**config.mk**
```make
export PLATFORM = sky130hd
export DESIGN_NAME = pm_irq_and_reset_cause
export DESIGN_NICKNAME = d
export VERILOG_FILES = /design/src/hdl/pm_irq_pkg.sv /design/src/hdl/pm_irq_and_reset_cause.sv /design/src/hdl/reset_source_capture.sv
export SDC_FILE = /design/constraint.sdc
export NUM_CORES = 1
export LEC_CHECK = 0
export ABC_AREA = 1
export CORE_ASPECT_RATIO = 0.7
export CORE_MARGIN = 3
export CORE_UTILIZATION = 66
export CTS_CLUSTER_DIAMETER = 120
export DETAILED_ROUTE_END_ITERATION = 16
export DONT_BUFFER_PORTS = 1
export GPL_TIMING_DRIVEN = 0
export PLACE_DENSITY = 0.79
export SKIP_LAST_GASP = 1
export SLEW_MARGIN = 5
export SYNTH_ARGS = -nofsm -noshare
export SYNTH_HDL_FRONTEND = slang
export SYNTH_SLANG_ARGS = --single-unit
```
**constraint.sdc**
```tcl
create_clock -name clk_in -period 2.7 [get_ports clk_in]
set_input_delay 0.405 -clock clk_in [delete_from_list [all_inputs] [get_ports clk_in]]
set_output_delay 0.405 -clock clk_in [all_outputs]
set_load 0.02 [all_outputs]
```
**src/hdl/pm_irq_pkg.sv**
```systemverilog
package pm_irq_pkg;

	// Register indexes; byte address is four times the index
	localparam logic [7:0] IDX_ENABLE_CLEAR = 8'h34;
	localparam logic [7:0] IDX_ENABLE_SET = 8'h35;
	localparam logic [7:0] IDX_FLAGS = 8'h36;
	localparam logic [7:0] IDX_CAUSE = 8'h38;

	// Interrupt bit positions (enable and flag registers)
	localparam int BIT_CLOCK_READY = 0;
	localparam int BIT_CLOCK_FAILURE = 1;
	localparam int IRQ_BITS = 2;

	// Reset cause bit positions
	localparam int CAUSE_SOFTWARE = 6;
	localparam int CAUSE_WATCHDOG = 5;
	localparam int CAUSE_PIN = 4;
	localparam int CAUSE_IO_BROWNOUT = 2;
	localparam int CAUSE_CORE_BROWNOUT = 1;
	localparam int CAUSE_POWER_ON = 0;

	// Reset values
	localparam logic [1:0] ENABLE_RESET = 2'h0;
	localparam logic [1:0] FLAGS_RESET = 2'h0;
	localparam logic [7:0] CAUSE_RESET = 8'h01;

	// AHB transfer type bit that marks an active transfer
	localparam int HTRANS_ACTIVE_BIT = 1;

	// Bus slave states, Gray coded
	typedef enum logic [1:0] {
		BUS_IDLE = 2'b00,
		BUS_WAIT = 2'b01
	} bus_state_e;

	// Accepted address phase
	typedef struct packed {
		logic write;
		logic mapped;
		logic [7:0] idx;
	} bus_cmd_s;

	// Latched sources of the reset just released
	typedef struct packed {
		logic software_reset_request;
		logic watchdog_reset;
		logic pin_reset;
		logic io_supply_brownout;
		logic core_supply_brownout;
		logic power_on;
	} reset_sources_s;

endpackage : pm_irq_pkg

```
**src/hdl/pm_irq_and_reset_cause.sv**
```systemverilog
// Added by the designer: the AHB-Lite slave port.
`timescale 1ns/1ns
// Contract
// Enable-set register at 0x35, resets 0x00, writes blocked when protected.
// Enable-set bit 0 written one sets clock-ready enable; zero keeps it.
// Clock-failure enable bit 1 gates its flag onto the interrupt request.
// Clock-ready flag sets when clocks reach selected ratios; requests if enabled.
// Writing one clears clock-ready flag; writing zero has no effect.
// Reset-cause at 0x38 read-only, resets 0x01, bits 7 and 3 unused.
// Reset-cause bit 6 marks a software reset request.
// Reset-cause bit 5 marks a watchdog reset.
// Reset-cause bit 4 marks a reset from the reset pin.
// Reset-cause bit 2 marks an I/O-supply brown-out reset.
// Reset-cause bit 1 marks a core-supply brown-out reset.
// Reset-cause bit 0 marks a power-on reset.
// Enable-clear at 0x34: one clears enable and request, zero nothing.
// Interrupt is OR of flag AND enable, held until either clears.
// Each reset clears the cause and sets only that reset's bit.
// Clock-failure flag bit 1 sets on failure, write one clears it.
module pm_irq_and_reset_cause (
	// Clock and reset
	input wire logic clk_in,
	input wire logic rst_in,
	// AHB-Lite slave
	input wire logic hsel_in,
	input wire logic [31:0] haddr_in,
	input wire logic [1:0] htrans_in,
	input wire logic hwrite_in,
	input wire logic [2:0] hsize_in,
	input wire logic [31:0] hwdata_in,
	input wire logic hready_in,
	output logic [31:0] hrdata_out,
	output logic hreadyout_out,
	output logic hresp_out,
	// Clock events, one-cycle pulses
	input wire logic clock_ready_in,
	input wire logic clock_failure_detect_in,
	// Write protection from the access controller
	input wire logic write_protect_in,
	// Latched reset sources
	input wire pm_irq_pkg::reset_sources_s reset_sources_in,
	// Interrupt request
	output logic irq_out
);
	import pm_irq_pkg::*;

	bus_state_e state_reg;
	bus_state_e state_next;
	bus_cmd_s cmd_reg;
	bus_cmd_s cmd_next;
	logic hready_reg;
	logic hready_next;
	logic hresp_reg;
	logic hresp_next;
	logic [31:0] rdata_reg;
	logic [31:0] rdata_next;
	logic [IRQ_BITS-1:0] en_reg;
	logic [IRQ_BITS-1:0] en_next;
	logic [IRQ_BITS-1:0] flags_reg;
	logic [IRQ_BITS-1:0] flags_next;
	logic [IRQ_BITS-1:0] events;
	logic irq_reg;
	logic irq_next;
	logic [7:0] cause;
	logic [7:0] wdata_byte;
	logic wr_go;

	// True when a byte address is word aligned and hits a mapped register
	function automatic logic is_mapped(logic [31:0] a);
		logic [7:0] i;
		i = a[9:2];
		return (a[31:10] == 22'h000000) && (a[1:0] == 2'h0) &&
			((i == IDX_ENABLE_CLEAR) || (i == IDX_ENABLE_SET) ||
			(i == IDX_FLAGS) || (i == IDX_CAUSE));
	endfunction : is_mapped

	// Accepted command hits a given register
	function automatic logic hits(bus_cmd_s c, logic [7:0] idx);
		return c.mapped && (c.idx == idx);
	endfunction : hits

	// Cause register, captured after each reset
	reset_source_capture cause_capture (
		.clk_in(clk_in),
		.rst_in(rst_in),
		.sources_in(reset_sources_in),
		.cause_out(cause)
	);

	// Write data are taken in the wait cycle of the data phase
	assign wdata_byte = hwdata_in[7:0];
	assign wr_go = (state_reg == BUS_WAIT) && cmd_reg.write && cmd_reg.mapped;
	assign events = {clock_failure_detect_in, clock_ready_in};

	// Bus slave: one wait state, then OKAY with data
	always_comb begin
		state_next = state_reg;
		cmd_next = cmd_reg;
		hready_next = hready_reg;
		rdata_next = rdata_reg;
		// Every transfer answers OKAY
		hresp_next = 1'b0;
		case (state_reg)
			BUS_IDLE: begin
				hready_next = 1'b1;
				if (hsel_in && htrans_in[HTRANS_ACTIVE_BIT] && hready_in) begin
					cmd_next.write = hwrite_in;
					cmd_next.mapped = is_mapped(haddr_in);
					cmd_next.idx = haddr_in[9:2];
					hready_next = 1'b0;
					state_next = BUS_WAIT;
				end
			end
			BUS_WAIT: begin
				hready_next = 1'b1;
				state_next = BUS_IDLE;
				rdata_next = 32'h00000000;
				if (!cmd_reg.write) begin
					// reserved cause bits read as zero
					if (hits(cmd_reg, IDX_CAUSE)) begin
						rdata_next = {24'h000000, cause};
					end else if (hits(cmd_reg, IDX_FLAGS)) begin
						rdata_next = {30'h00000000, flags_reg};
					end else if (hits(cmd_reg, IDX_ENABLE_SET) ||
						hits(cmd_reg, IDX_ENABLE_CLEAR)) begin
						rdata_next = {30'h00000000, en_reg};
					end
				end
			end
			default: begin
				hready_next = 1'b1;
				state_next = BUS_IDLE;
			end
		endcase
	end

	// Bus slave registers
	always_ff @(posedge clk_in or posedge rst_in) begin
		if (rst_in) begin
			state_reg <= BUS_IDLE;
			cmd_reg <= '0;
			hready_reg <= 1'b1;
			rdata_reg <= 32'h00000000;
			hresp_reg <= 1'b0;
		end else begin
			state_reg <= state_next;
			cmd_reg <= cmd_next;
			hready_reg <= hready_next;
			rdata_reg <= rdata_next;
			hresp_reg <= hresp_next;
		end
	end

	// Enables and flags; hardware set wins over software clear
	always_comb begin
		en_next = en_reg;
		flags_next = flags_reg;
		// protected writes leave the enables alone
		if (wr_go && !write_protect_in) begin
			// write one sets, zero keeps
			if (hits(cmd_reg, IDX_ENABLE_SET)) begin
				en_next = en_reg | wdata_byte[IRQ_BITS-1:0];
			end
			// write one clears enable and its request
			if (hits(cmd_reg, IDX_ENABLE_CLEAR)) begin
				en_next = en_reg & ~wdata_byte[IRQ_BITS-1:0];
			end
		end
		// write one clears a flag, never protected
		if (wr_go && hits(cmd_reg, IDX_FLAGS)) begin
			flags_next = flags_reg & ~wdata_byte[IRQ_BITS-1:0];
		end
		// events set their flags
		flags_next = flags_next | events;
		// request is OR of flag AND enable
		irq_next = |(flags_next & en_next);
	end

	// Enable, flag and request registers
	always_ff @(posedge clk_in or posedge rst_in) begin
		if (rst_in) begin
			en_reg <= ENABLE_RESET;
			flags_reg <= FLAGS_RESET;
			irq_reg <= 1'b0;
		end else begin
			en_reg <= en_next;
			flags_reg <= flags_next;
			irq_reg <= irq_next;
		end
	end

	// Outputs straight from flip-flops
	assign hrdata_out = rdata_reg;
	assign hreadyout_out = hready_reg;
	assign hresp_out = hresp_reg;
	assign irq_out = irq_reg;
endmodule : pm_irq_and_reset_cause

```
**src/hdl/reset_source_capture.sv**
```systemverilog
`timescale 1ns/1ns
module reset_source_capture (
	// Clock and reset
	input wire logic clk_in,
	input wire logic rst_in,
	// Reset sources held by the reset controller
	input wire pm_irq_pkg::reset_sources_s sources_in,
	// Captured cause
	output logic [7:0] cause_out
);
	import pm_irq_pkg::*;

	logic pending_reg;
	logic pending_next;
	logic [7:0] cause_reg;
	logic [7:0] cause_next;

	// One-hot cause, power-on first when several are latched
	function automatic logic [7:0] pick_cause(reset_sources_s s);
		logic [7:0] c;
		c = 8'h00;
		if (s.power_on) begin
			c[CAUSE_POWER_ON] = 1'b1;
		end else if (s.core_supply_brownout) begin
			c[CAUSE_CORE_BROWNOUT] = 1'b1;
		end else if (s.io_supply_brownout) begin
			c[CAUSE_IO_BROWNOUT] = 1'b1;
		end else if (s.pin_reset) begin
			c[CAUSE_PIN] = 1'b1;
		end else if (s.watchdog_reset) begin
			c[CAUSE_WATCHDOG] = 1'b1;
		end else if (s.software_reset_request) begin
			c[CAUSE_SOFTWARE] = 1'b1;
		end
		return c;
	endfunction : pick_cause

	// first edge after release replaces the whole cause
	always_comb begin
		pending_next = 1'b0;
		cause_next = cause_reg;
		// one bit per source
		if (pending_reg && (sources_in != '0)) begin
			cause_next = pick_cause(sources_in);
		end
	end

	// Capture registers; reset loads the power-on value
	always_ff @(posedge clk_in or posedge rst_in) begin
		if (rst_in) begin
			pending_reg <= 1'b1;
			cause_reg <= CAUSE_RESET;
		end else begin
			pending_reg <= pending_next;
			cause_reg <= cause_next;
		end
	end

	assign cause_out = cause_reg;
endmodule : reset_source_capture

```
After elaboration in Yosys (flattened, before gate mapping)
Cells that the tools add are included.
{ "word_totals": {"register_bits": 57, "in_bits": 83, "out_inout_bits": 35} }
{ "classes": {"n_eq_ne": 10, "mux": 25, "bitwise": 6, "reduce_logical": 24} }
{ "op_table": {"columns": ["cell", "n"], "rows": [
  ["equality test 8 x 6 -> 1 bit (second input constant)", 8],
  ["logical NOT 22 bit", 1],
  ["2-to-1 mux 2 bit", 10],
  ["2-to-1 mux 7 bit", 2],
  ["logical AND 1 bit", 13],
  ["2-to-1 mux 1 bit", 10],
  ["2-to-1 mux 3 bit", 3],
  ["bitwise AND 2 bit", 3],
  ["nonzero test 6 bit", 1],
  ["logical NOT 2 bit", 2],
  ["logical OR 1 bit", 4],
  ["OR 2 bit", 2],
  ["equality test 2 x 1 -> 1 bit (second input constant)", 1],
  ["inequality test 2 bit (second input constant)", 1],
  ["inverter 2 bit", 1],
  ["AND reduction 2 bit", 1],
  ["OR reduction 2 bit", 1],
  ["logical NOT 1 bit", 1]
]} }

Longest topological paths before layout
Gate-level depths: netlist of the first run.
{ "depth": {"depth_word": 8, "ltp_mapped": 11, "ltp_nobuf": 11} }

Hierarchy
From an unflattened synthesis of the first run, not the netlist that was laid out.
{ "hier_totals": {"cells_unflattened": 240, "area_unflattened_um2": 1809.2} }
{ "modules_own_cells": {"columns": ["mod", "n_inst", "cells_each", "area_each_um2", "seq_area_each_um2"], "rows": [
  ["pm_irq_and_reset_cause", 1, 202, 1478.9, 626.9],
  ["reset_source_capture", 1, 38, 330.3, 177.7]
]} }

Least setup slack after synthesis of the first run
Ideal clock, no wire load.
{ "synth_path": {"path_kind": "register -> register", "from": "register cmd_reg[6] (netlist bit)", "to": "register irq_reg, in the netlist irq_out", "setup_ps": 116, "t_arrival_ps": 1064, "required_time_ps": 2584, "slack_ps": 1520, "path_stages_with_launch": 9, "n_path_buf": 0, "synth_period_minus_slack_ps": 1180, "path_cell_list": "dfrtp_1 > nor2_2 > nand2_2 > nor2_2 > nand2_1 > nor2_1 > nor2_2 > nand2_1 > nand2_1"} }
{ "synth_between": {"elab_chain_cells": 7, "word_cells_on_any_way": 14} }
{ "synth_lines": {"columns": ["item", "line", "text"], "rows": [
  ["start: declaration", "pm_irq_and_reset_cause.sv:49", "bus_cmd_s cmd_reg;"],
  ["start signal: assignment", "pm_irq_and_reset_cause.sv:147", "cmd_reg <= cmd_next;"],
  ["equality test 8 x 6 -> 1 bit", "pm_irq_and_reset_cause.sv:79", "return c.mapped && (c.idx == idx);"],
  ["logical AND 1 bit", "pm_irq_and_reset_cause.sv:79", null],
  ["2-to-1 mux 2 bit", "pm_irq_and_reset_cause.sv:161", "if (hits(cmd_reg, IDX_ENABLE_SET)) begin"],
  ["2-to-1 mux 2 bit *", "pm_irq_and_reset_cause.sv:165", "if (hits(cmd_reg, IDX_ENABLE_CLEAR)) begin"],
  ["2-to-1 mux 2 bit *", "pm_irq_and_reset_cause.sv:159", "if (wr_go && !write_protect_in) begin"],
  ["via en_next[0]", "pm_irq_and_reset_cause.sv:58", "logic [IRQ_BITS-1:0] en_next;"],
  ["bitwise AND 2 bit *", "pm_irq_and_reset_cause.sv:176", "irq_next = |(flags_next & en_next);"],
  ["OR reduction 2 bit *", "pm_irq_and_reset_cause.sv:176", null],
  ["via irq_next", "pm_irq_and_reset_cause.sv:63", "logic irq_next;"],
  ["end signal: assignment", "pm_irq_and_reset_cause.sv:188", "irq_reg <= irq_next;"],
  ["end: declaration", "pm_irq_and_reset_cause.sv:62", "logic irq_reg;"]
]} }
The timed path passes the listed nets; every way through them passes the cells marked *.
A chain may end at the register's enable or synchronous reset.

Worst setup path in the final report of the first run
{ "layout_path": {"from": "register cmd_reg[6] (netlist bit)", "to": "register rdata_reg[1], in the netlist hrdata_out[1]"} }
{ "layout_between": {"elab_chain_cells": 7, "word_cells_on_any_way": 13} }
{ "layout_lines": {"columns": ["item", "line", "text"], "rows": [
  ["equality test 8 x 6 -> 1 bit", "pm_irq_and_reset_cause.sv:79", null],
  ["logical AND 1 bit", "pm_irq_and_reset_cause.sv:79", null],
  ["logical OR 1 bit", "pm_irq_and_reset_cause.sv:124", "end else if (hits(cmd_reg, IDX_ENABLE_SET) ||"],
  ["2-to-1 mux 2 bit", "pm_irq_and_reset_cause.sv:124", null],
  ["2-to-1 mux 2 bit", "pm_irq_and_reset_cause.sv:122", "end else if (hits(cmd_reg, IDX_FLAGS)) begin"],
  ["2-to-1 mux 7 bit *", "pm_irq_and_reset_cause.sv:120", "if (hits(cmd_reg, IDX_CAUSE)) begin"],
  ["2-to-1 mux 7 bit *", "pm_irq_and_reset_cause.sv:118", "if (!cmd_reg.write) begin"],
  ["end signal: assignment", "pm_irq_and_reset_cause.sv:149", "rdata_reg <= rdata_next;"],
  ["end: declaration", "pm_irq_and_reset_cause.sv:55", "logic [31:0] rdata_reg;"]
]} }
Every way passes the cells marked *; elsewhere a longest branch is shown, timed or not.

==> results of run 1 <==
==> final timing paths <==
check,cells after the start,end,start,slack (ns)
hold / removal,1,cause_capture.cause_out[1]$_DFFE_PP0P_,reset_sources_in[0],0.17
max in group asynchronous,1,flags_reg[1]$_DFF_PP0_,rst_in,1.83
min in group asynchronous,1,state_reg[0]$_DFFE_PP0P_,rst_in,0.22
setup / recovery,8,hrdata_out[1]$_DFFE_PP0P_,cmd_reg[6]$_DFFE_PP0P_,1.36
hold reg to reg,2,cmd_reg[4]$_DFFE_PP0P_,cmd_reg[4]$_DFFE_PP0P_,0.48
setup reg to reg,8,hrdata_out[1]$_DFFE_PP0P_,cmd_reg[6]$_DFFE_PP0P_,1.36
==> area by class of cell <==
class                      count  area [sq um]  share of cell area [%]
tap                           32         40.04                   2.136
multi-input combinational    170         729.5                   38.92
inverter                      22         82.58                   4.406
clock inverter                 1         5.005                  0.2670
buffer                        28         207.7                   11.08
sequential                    30         754.5                   40.25
clock buffer                   7         55.05                   2.937
==> metal layers <==
| metal | routed length, microns | share of wire (%) | vias to the layer above | track usage [%] |
|---|---|---|---|---|
| met5 | 0 | 0 | - | 0 |
| met4 | 74 | 2.0 | 0 | 15.79 |
| met3 | 480 | 13 | 12 | 8.756 |
| met2 | 1861 | 50 | 102 | 44.77 |
| met1 | 1326 | 35 | 654 | 27.53 |
| li1 | - | - | 705 | - |
==> where the power goes <==
| part | switching, mW | internal, mW |
|---|---|---|
| registers | 0.0276 | 0.485 |
| clock network | 0.150 | 0.126 |
| logic | 0.0991 | 0.0527 |
| total | 0.277 | 0.663 |
==> kinds of logic (layout without fill, tap and decap cells) <==
logic type             after synthesis  count (layout)
AND/OR/NAND/NOR                    124             124
buffers and inverters               50              58
flip-flops                          30              30
AO/OA/AOI/OAI                       18              18
other                                1              28
==> metrics by stage <==
stage | cell area (sq um) | utilization, % | hold slack [ns]
3_5_place_dp | 1814 | 79.67 | 0.4629
6_report | 1874 | 82.31 | 0.1690
4_1_cts | 1874 | 82.31 | 0.1620
2_1_floorplan | 1774 | - | 0.4417
5_1_grt | 1874 | 82.31 | 0.1531
3_3_place_gp | 1814 | 79.67 | 0.4550
==> cells in the final DEF (no fill, tap or decap) <==
cell | Yosys | layout
nand4_1 | 4 | 4
conb_1 | 1 | 28
buf_2 | 1 | 1
clkbuf_4 | 0 | 5
clkinv_2 | 0 | 1
nor2_1 | 32 | 32
nand3_1 | 6 | 6
clkbuf_1 | 0 | 1
dfrtp_1 | 27 | 27
o31ai_1 | 1 | 1
o21ai_1 | 2 | 2
buf_4 | 27 | 27
o211ai_1 | 1 | 1
inv_1 | 16 | 16
nand2_1 | 71 | 71
o21ai_0 | 13 | 13
nand3b_1 | 1 | 1
clkbuf_8 | 0 | 1
inv_2 | 5 | 5
nor2_4 | 2 | 2
nand2_2 | 2 | 2
clkinv_1 | 1 | 1
nor2_2 | 4 | 4
nor3_1 | 1 | 1
nand3_2 | 1 | 1
dfstp_2 | 3 | 3
a32o_1 | 1 | 1
==> results.yml, run 1 <==
floorplanning:
  die_x_microns: 66.18
  rows: 14
  io_pins: 118
  core_area_sq_um: 2277
  die_area_sq_um: 3184
  initial_core_util_pct: 73.46
  die-height_microns: 48.12
route:
  routedWlPerCell_microns: 12.91
  drt-total-wl_mm: 3.743
  vias_per_cell: 5.079
  drt_iter0_markers: 76
  drtPass1Iterations: 4
  ant_nets: 0
  drc_errors: 0
  vias: 1473
cells_and_area:
  fin_nets: 340
  largest_reg_flops: 10
  fin_cells: 290
  diodes: 0
  drive_above_1_share_pct: 20.16
  fillers: 161
  area_growth_pct: 12.04
global_routing:
  grt_pass1_vias: 1351
  gr-total-overflow: 0
  grt_max_degree: 31
  track_usage_pct: 25.42
  antenna_found_initial: 0
  grt_pass1_wl_mm: 5.789
clocking:
  htree_levels: 2
  cts_setup_buffers: 0
  clock_path_buffers: 2
  cts_buffers: 5
  cts-resized-gates: 0
  cts.sinks: 30
  clk_latency_ns: 0.33
  clockRootBuffer: "clkbuf_4"
  cts_tree: "done"
  holdBufCountCts: 0
  clkTransAtPathRegs_ns: 0.09
placement:
  dp_hpwl_mm: 3.061
  dp.cells: 282
  place_congestion: 0.8293
  port_buffers: 0
  place_ws_ns: 1.356
sta:
  fin_tns_setup_ns: 0
  max_slew_margin_pct: 28.64
  hold_violations: 0
  period_share_pct: 49.64
  rsz0062_at_grt: "no"
  period_needed_ns: 1.340
  fmax_ghz: 0.7462
  fin_ws_ns: 1.360
  fin_worst_skew_ns: 0.008653
  drv_slew: 0
  tightest_slew_ns: 1.069
  setup_viol: 0
critical_path:
  cp.required_ns: 2.92
  slowest_delay_ns: 0.40
  path_class: "flop to flop"
  critical-path-slowest-cell: "dfrtp_1"
  start_kind: "flop"
  crit_buf_inv: 1
  worstPathArrival_ns: 1.56
  critPathCaptureType: "flop"
  path_delay_family: "simple AND/OR/NAND/NOR gates"
  worst-path-max-fanout: 8
  crit_chain: "nor2_2 -> nand2_2 -> nor2_2 -> nand2_2 -> o21ai_1 -> inv_1 -> nand2_1 -> nand2_1"
logic_synthesis:
  muxShareOfSynthArea_pct: 0
  synthAdderAreaFrac_pct: 0
  yosysTopAreaCell: "dfrtp_1"
  synth_top_family_by_area: "simple AND/OR/NAND/NOR gates"
  synth_warnings: 0
  ys_seq_area_share_pct: 45.10
  synthArstFlopShare_pct: 100.0
  yosysMostFrequentCell: "nand2_1"
  synth_edf_count: 0
  synth.distinct_cells: 23
  synthSimpleGateAreaFrac_pct: 31.34
  synth_area_leaders: "dfrtp_1 40%, nand2_1 16%, buf_4 12%"
  synth_cells: 223
  syn_area_per_cell_sq_um: 7.502
  netlist_area_sq_um: 1673
  synth_xor_area_share_pct: 0
  ys_seq_elements: 30
  ys_top_cells_by_count: "71 x nand2_1, 32 x nor2_1, 27 x buf_4, 27 x dfrtp_1, 16 x inv_1"
  synth_top_area_share_pct: 40.39
  synth_compound_area_share_pct: 5.984
  synth_flop_cell: "dfrtp_1"
pwr:
  p_leak_nw: 1.017
  peakVddDrop_mv: 0.4440
  total_power_uw: 940.6
  p_per_area_nw_per_um2: 501.8
hold_path:
  hold_path_class: "input pin to flop"
run:
  cap_violations: 0
outcome:
  outcome: "complete, no violations"
Note: power is estimated with default switching activity, not from simulation.
==> run 2, diff against run 1 <==
- CORE_UTILIZATION: 66 -> 62
- PLACE_DENSITY: 0.79 -> 0.75
- clock period: 2.7 -> 1.33 ns (I/O delays scaled with it)
==> run 2 against run 1 <==
  * Combinational power is 120% higher
  * Clock skew is 0.0048 ns lower
  * Sequential power is 100% higher
  * Register-to-register slack worse by 1.4 ns
  * Count of clock-buffer cells in the layout stayed put
  * Via count is 2.8% lower
  * Global-route usage is 2.9 points lower
  * Power is 130% higher
  * Design area is 5.3% higher
==> results.yml, run 2 (synthesis gave the netlist of run 1 again) <==
placement:
  dp.cells: 284
  port_buffers: 0
  place_congestion: 0.8223
  dp_hpwl_mm: 2.745
  placed_area_sq_um: 1817
route:
  drtPass1Iterations: 4
  drt_iter0_markers: 73
  vias: 1432
  drt-total-wl_mm: 3.518
  routedWlPerCell_microns: 11.89
  vias_per_cell: 4.838
  drc_errors: 0
  ant_nets: 0
cells_and_area:
  final_common_cell: "nand2_1"
  fin_area_sq_um: 1973
  largest_reg_flops: 10
  fillers: 193
  drive_above_1_share_pct: 24.05
  area_growth_pct: 17.95
  fin_cells: 296
  layout_common_cells: "68 x nand2_1, 31 x nor2_1, 31 x buf_4"
  seq_area_sq_um: 754.5
  fin_nets: 344
  diodes: 0
  multiInputGateArea_sq_um: 764.5
sta:
  period_share_pct: 99.31
  holdWs_ns: 0.01654
  rsz0062_at_grt: "yes"
  hold_violations: 0
  setup_viol: 0
  max_slew_margin_pct: 27.24
  fin_worst_skew_ns: 0.003815
  period_needed_ns: 1.321
  tightest_slew_ns: 1.090
  drv_slew: 0
  fmax_ghz: 0.7571
clocking:
  clock_path_buffers: 2
  cts_tree: "done"
  htree_levels: 2
  cts.sinks: 30
  clkTransAtPathRegs_ns: 0.06
  clk_latency_ns: 0.28
  clockRootBuffer: "clkbuf_8"
  cts_buffers: 5
  holdBufCountCts: 0
critical_path:
  critical-path-slowest-cell: "dfrtp_1"
  crit_chain: "nor2_2 -> buf_4 -> nand3_4 -> nor2_4 -> nand3_1 -> nand2_1 -> nand2_1 -> nand2_1 -> nand2_1"
  slowest_delay_ns: 0.40
  critPathCaptureType: "flop"
  crit_buf_inv: 1
  cp_common_cell: "nand2_1"
  path_class: "flop to flop"
  start_kind: "flop"
  worst-path-max-fanout: 5
  r2r.worst_path.cells: 9
  cp.required_ns: 1.51
  path_delay_family: "simple AND/OR/NAND/NOR gates"
  crit_cells: 9
  worstPathArrival_ns: 1.50
outcome:
  outcome: "complete, no violations"
run:
  cap_violations: 0
pwr:
  p_per_area_nw_per_um2: 1077
  peakVddDrop_mv: 0.7609
  p_leak_nw: 1.063
global_routing:
  grt_pass1_vias: 1319
  antenna_found_initial: 0
  gr-total-overflow: 0
  grt_max_degree: 31
  grt_pass1_wl_mm: 5.554
  track_usage_pct: 22.50
floorplanning:
  initial_core_util_pct: 66.52
  core_area_sq_um: 2515
  die_area_sq_um: 3367
  rows: 15
  die-height_microns: 49.46
  io_pins: 118
  die_x_microns: 68.09
hold_path:
  whs_path_depth: 1
  hold_path_class: "input pin to flop"
run 2: worst register-to-register path: stages (launching register included):
cell and delay, ns:
dfrtp_1 0.40, nor2_2 0.15, buf_4 0.15, nand3_4 0.08
nor2_4 0.14, nand3_1 0.08, nand2_1 0.06, nand2_1 0.06
nand2_1 0.06, nand2_1 0.04
run 2: worst paths after layout:
check,slack [ns],endpoint,from
min in group asynchronous,0.08,cause_capture.cause_out[4]$_DFFE_PP0P_,rst_in
max reg2reg,0.009,irq_out$_DFF_PP0_,cmd_reg[7]$_DFFE_PP0P_
max,0.009,irq_out$_DFF_PP0_,cmd_reg[7]$_DFFE_PP0P_
min,0.02,cause_capture.cause_out[1]$_DFFE_PP0P_,reset_sources_in[0]
max in group asynchronous,0.59,en_reg[1]$_DFF_PP0_,rst_in
min reg2reg,0.48,cmd_reg[4]$_DFFE_PP0P_,cmd_reg[4]$_DFFE_PP0P_
run 2: timing repair:
action / in CTS / in global routing
setup endpoints to repair: 2 / 10
gates cloned: 0 / 0
buffers inserted: 1 / 3
gates resized for setup: 1 / 9
pin swaps: 1 / 5
run 2: area by class of cell:
type | instances | area share (%)
Multi-Input combinational cell | 170 | 38.74
Sequential cell | 30 | 38.24
Buffer | 28 | 10.53
Clock buffer | 7 | 4.375
Inverter | 22 | 4.185
Tap cell | 34 | 2.156
Timing Repair Buffer | 4 | 1.522
Clock inverter | 1 | 0.2536
run 2: report_power, final:
part | internal [mW] | leakage, nW | switching, mW | total [mW]
combinational | 0.125 | 0.635 | 0.212 | 0.337
clock | 0.416 | 0.0482 | 0.331 | 0.747
sequential | 0.986 | 0.379 | 0.0554 | 1.04
total | 1.53 | 1.06 | 0.598 | 2.13
run 2: per-stage QoR:
stage,worst slack (ns),util [%],power (mW),setup TNS (ns)
detailed placement,-0.02479,72.24,1.351,-0.02479
global placement,0.04632,72.24,1.340,0
global route,-0.1358,78.46,2.243,-0.3433
CTS,0.007588,76.32,2.113,0
finish,0.009179,78.46,2.125,0
floorplan,0.1496,-,1.311,0
run 2: per-layer routing:
metal	track usage, %	wire, microns	vias up
li1	-	-	711
met1	25.78	1355	643
met2	35.52	1749	70
met3	10.71	370	8
met4	9.571	44	0
met5	0	0	-
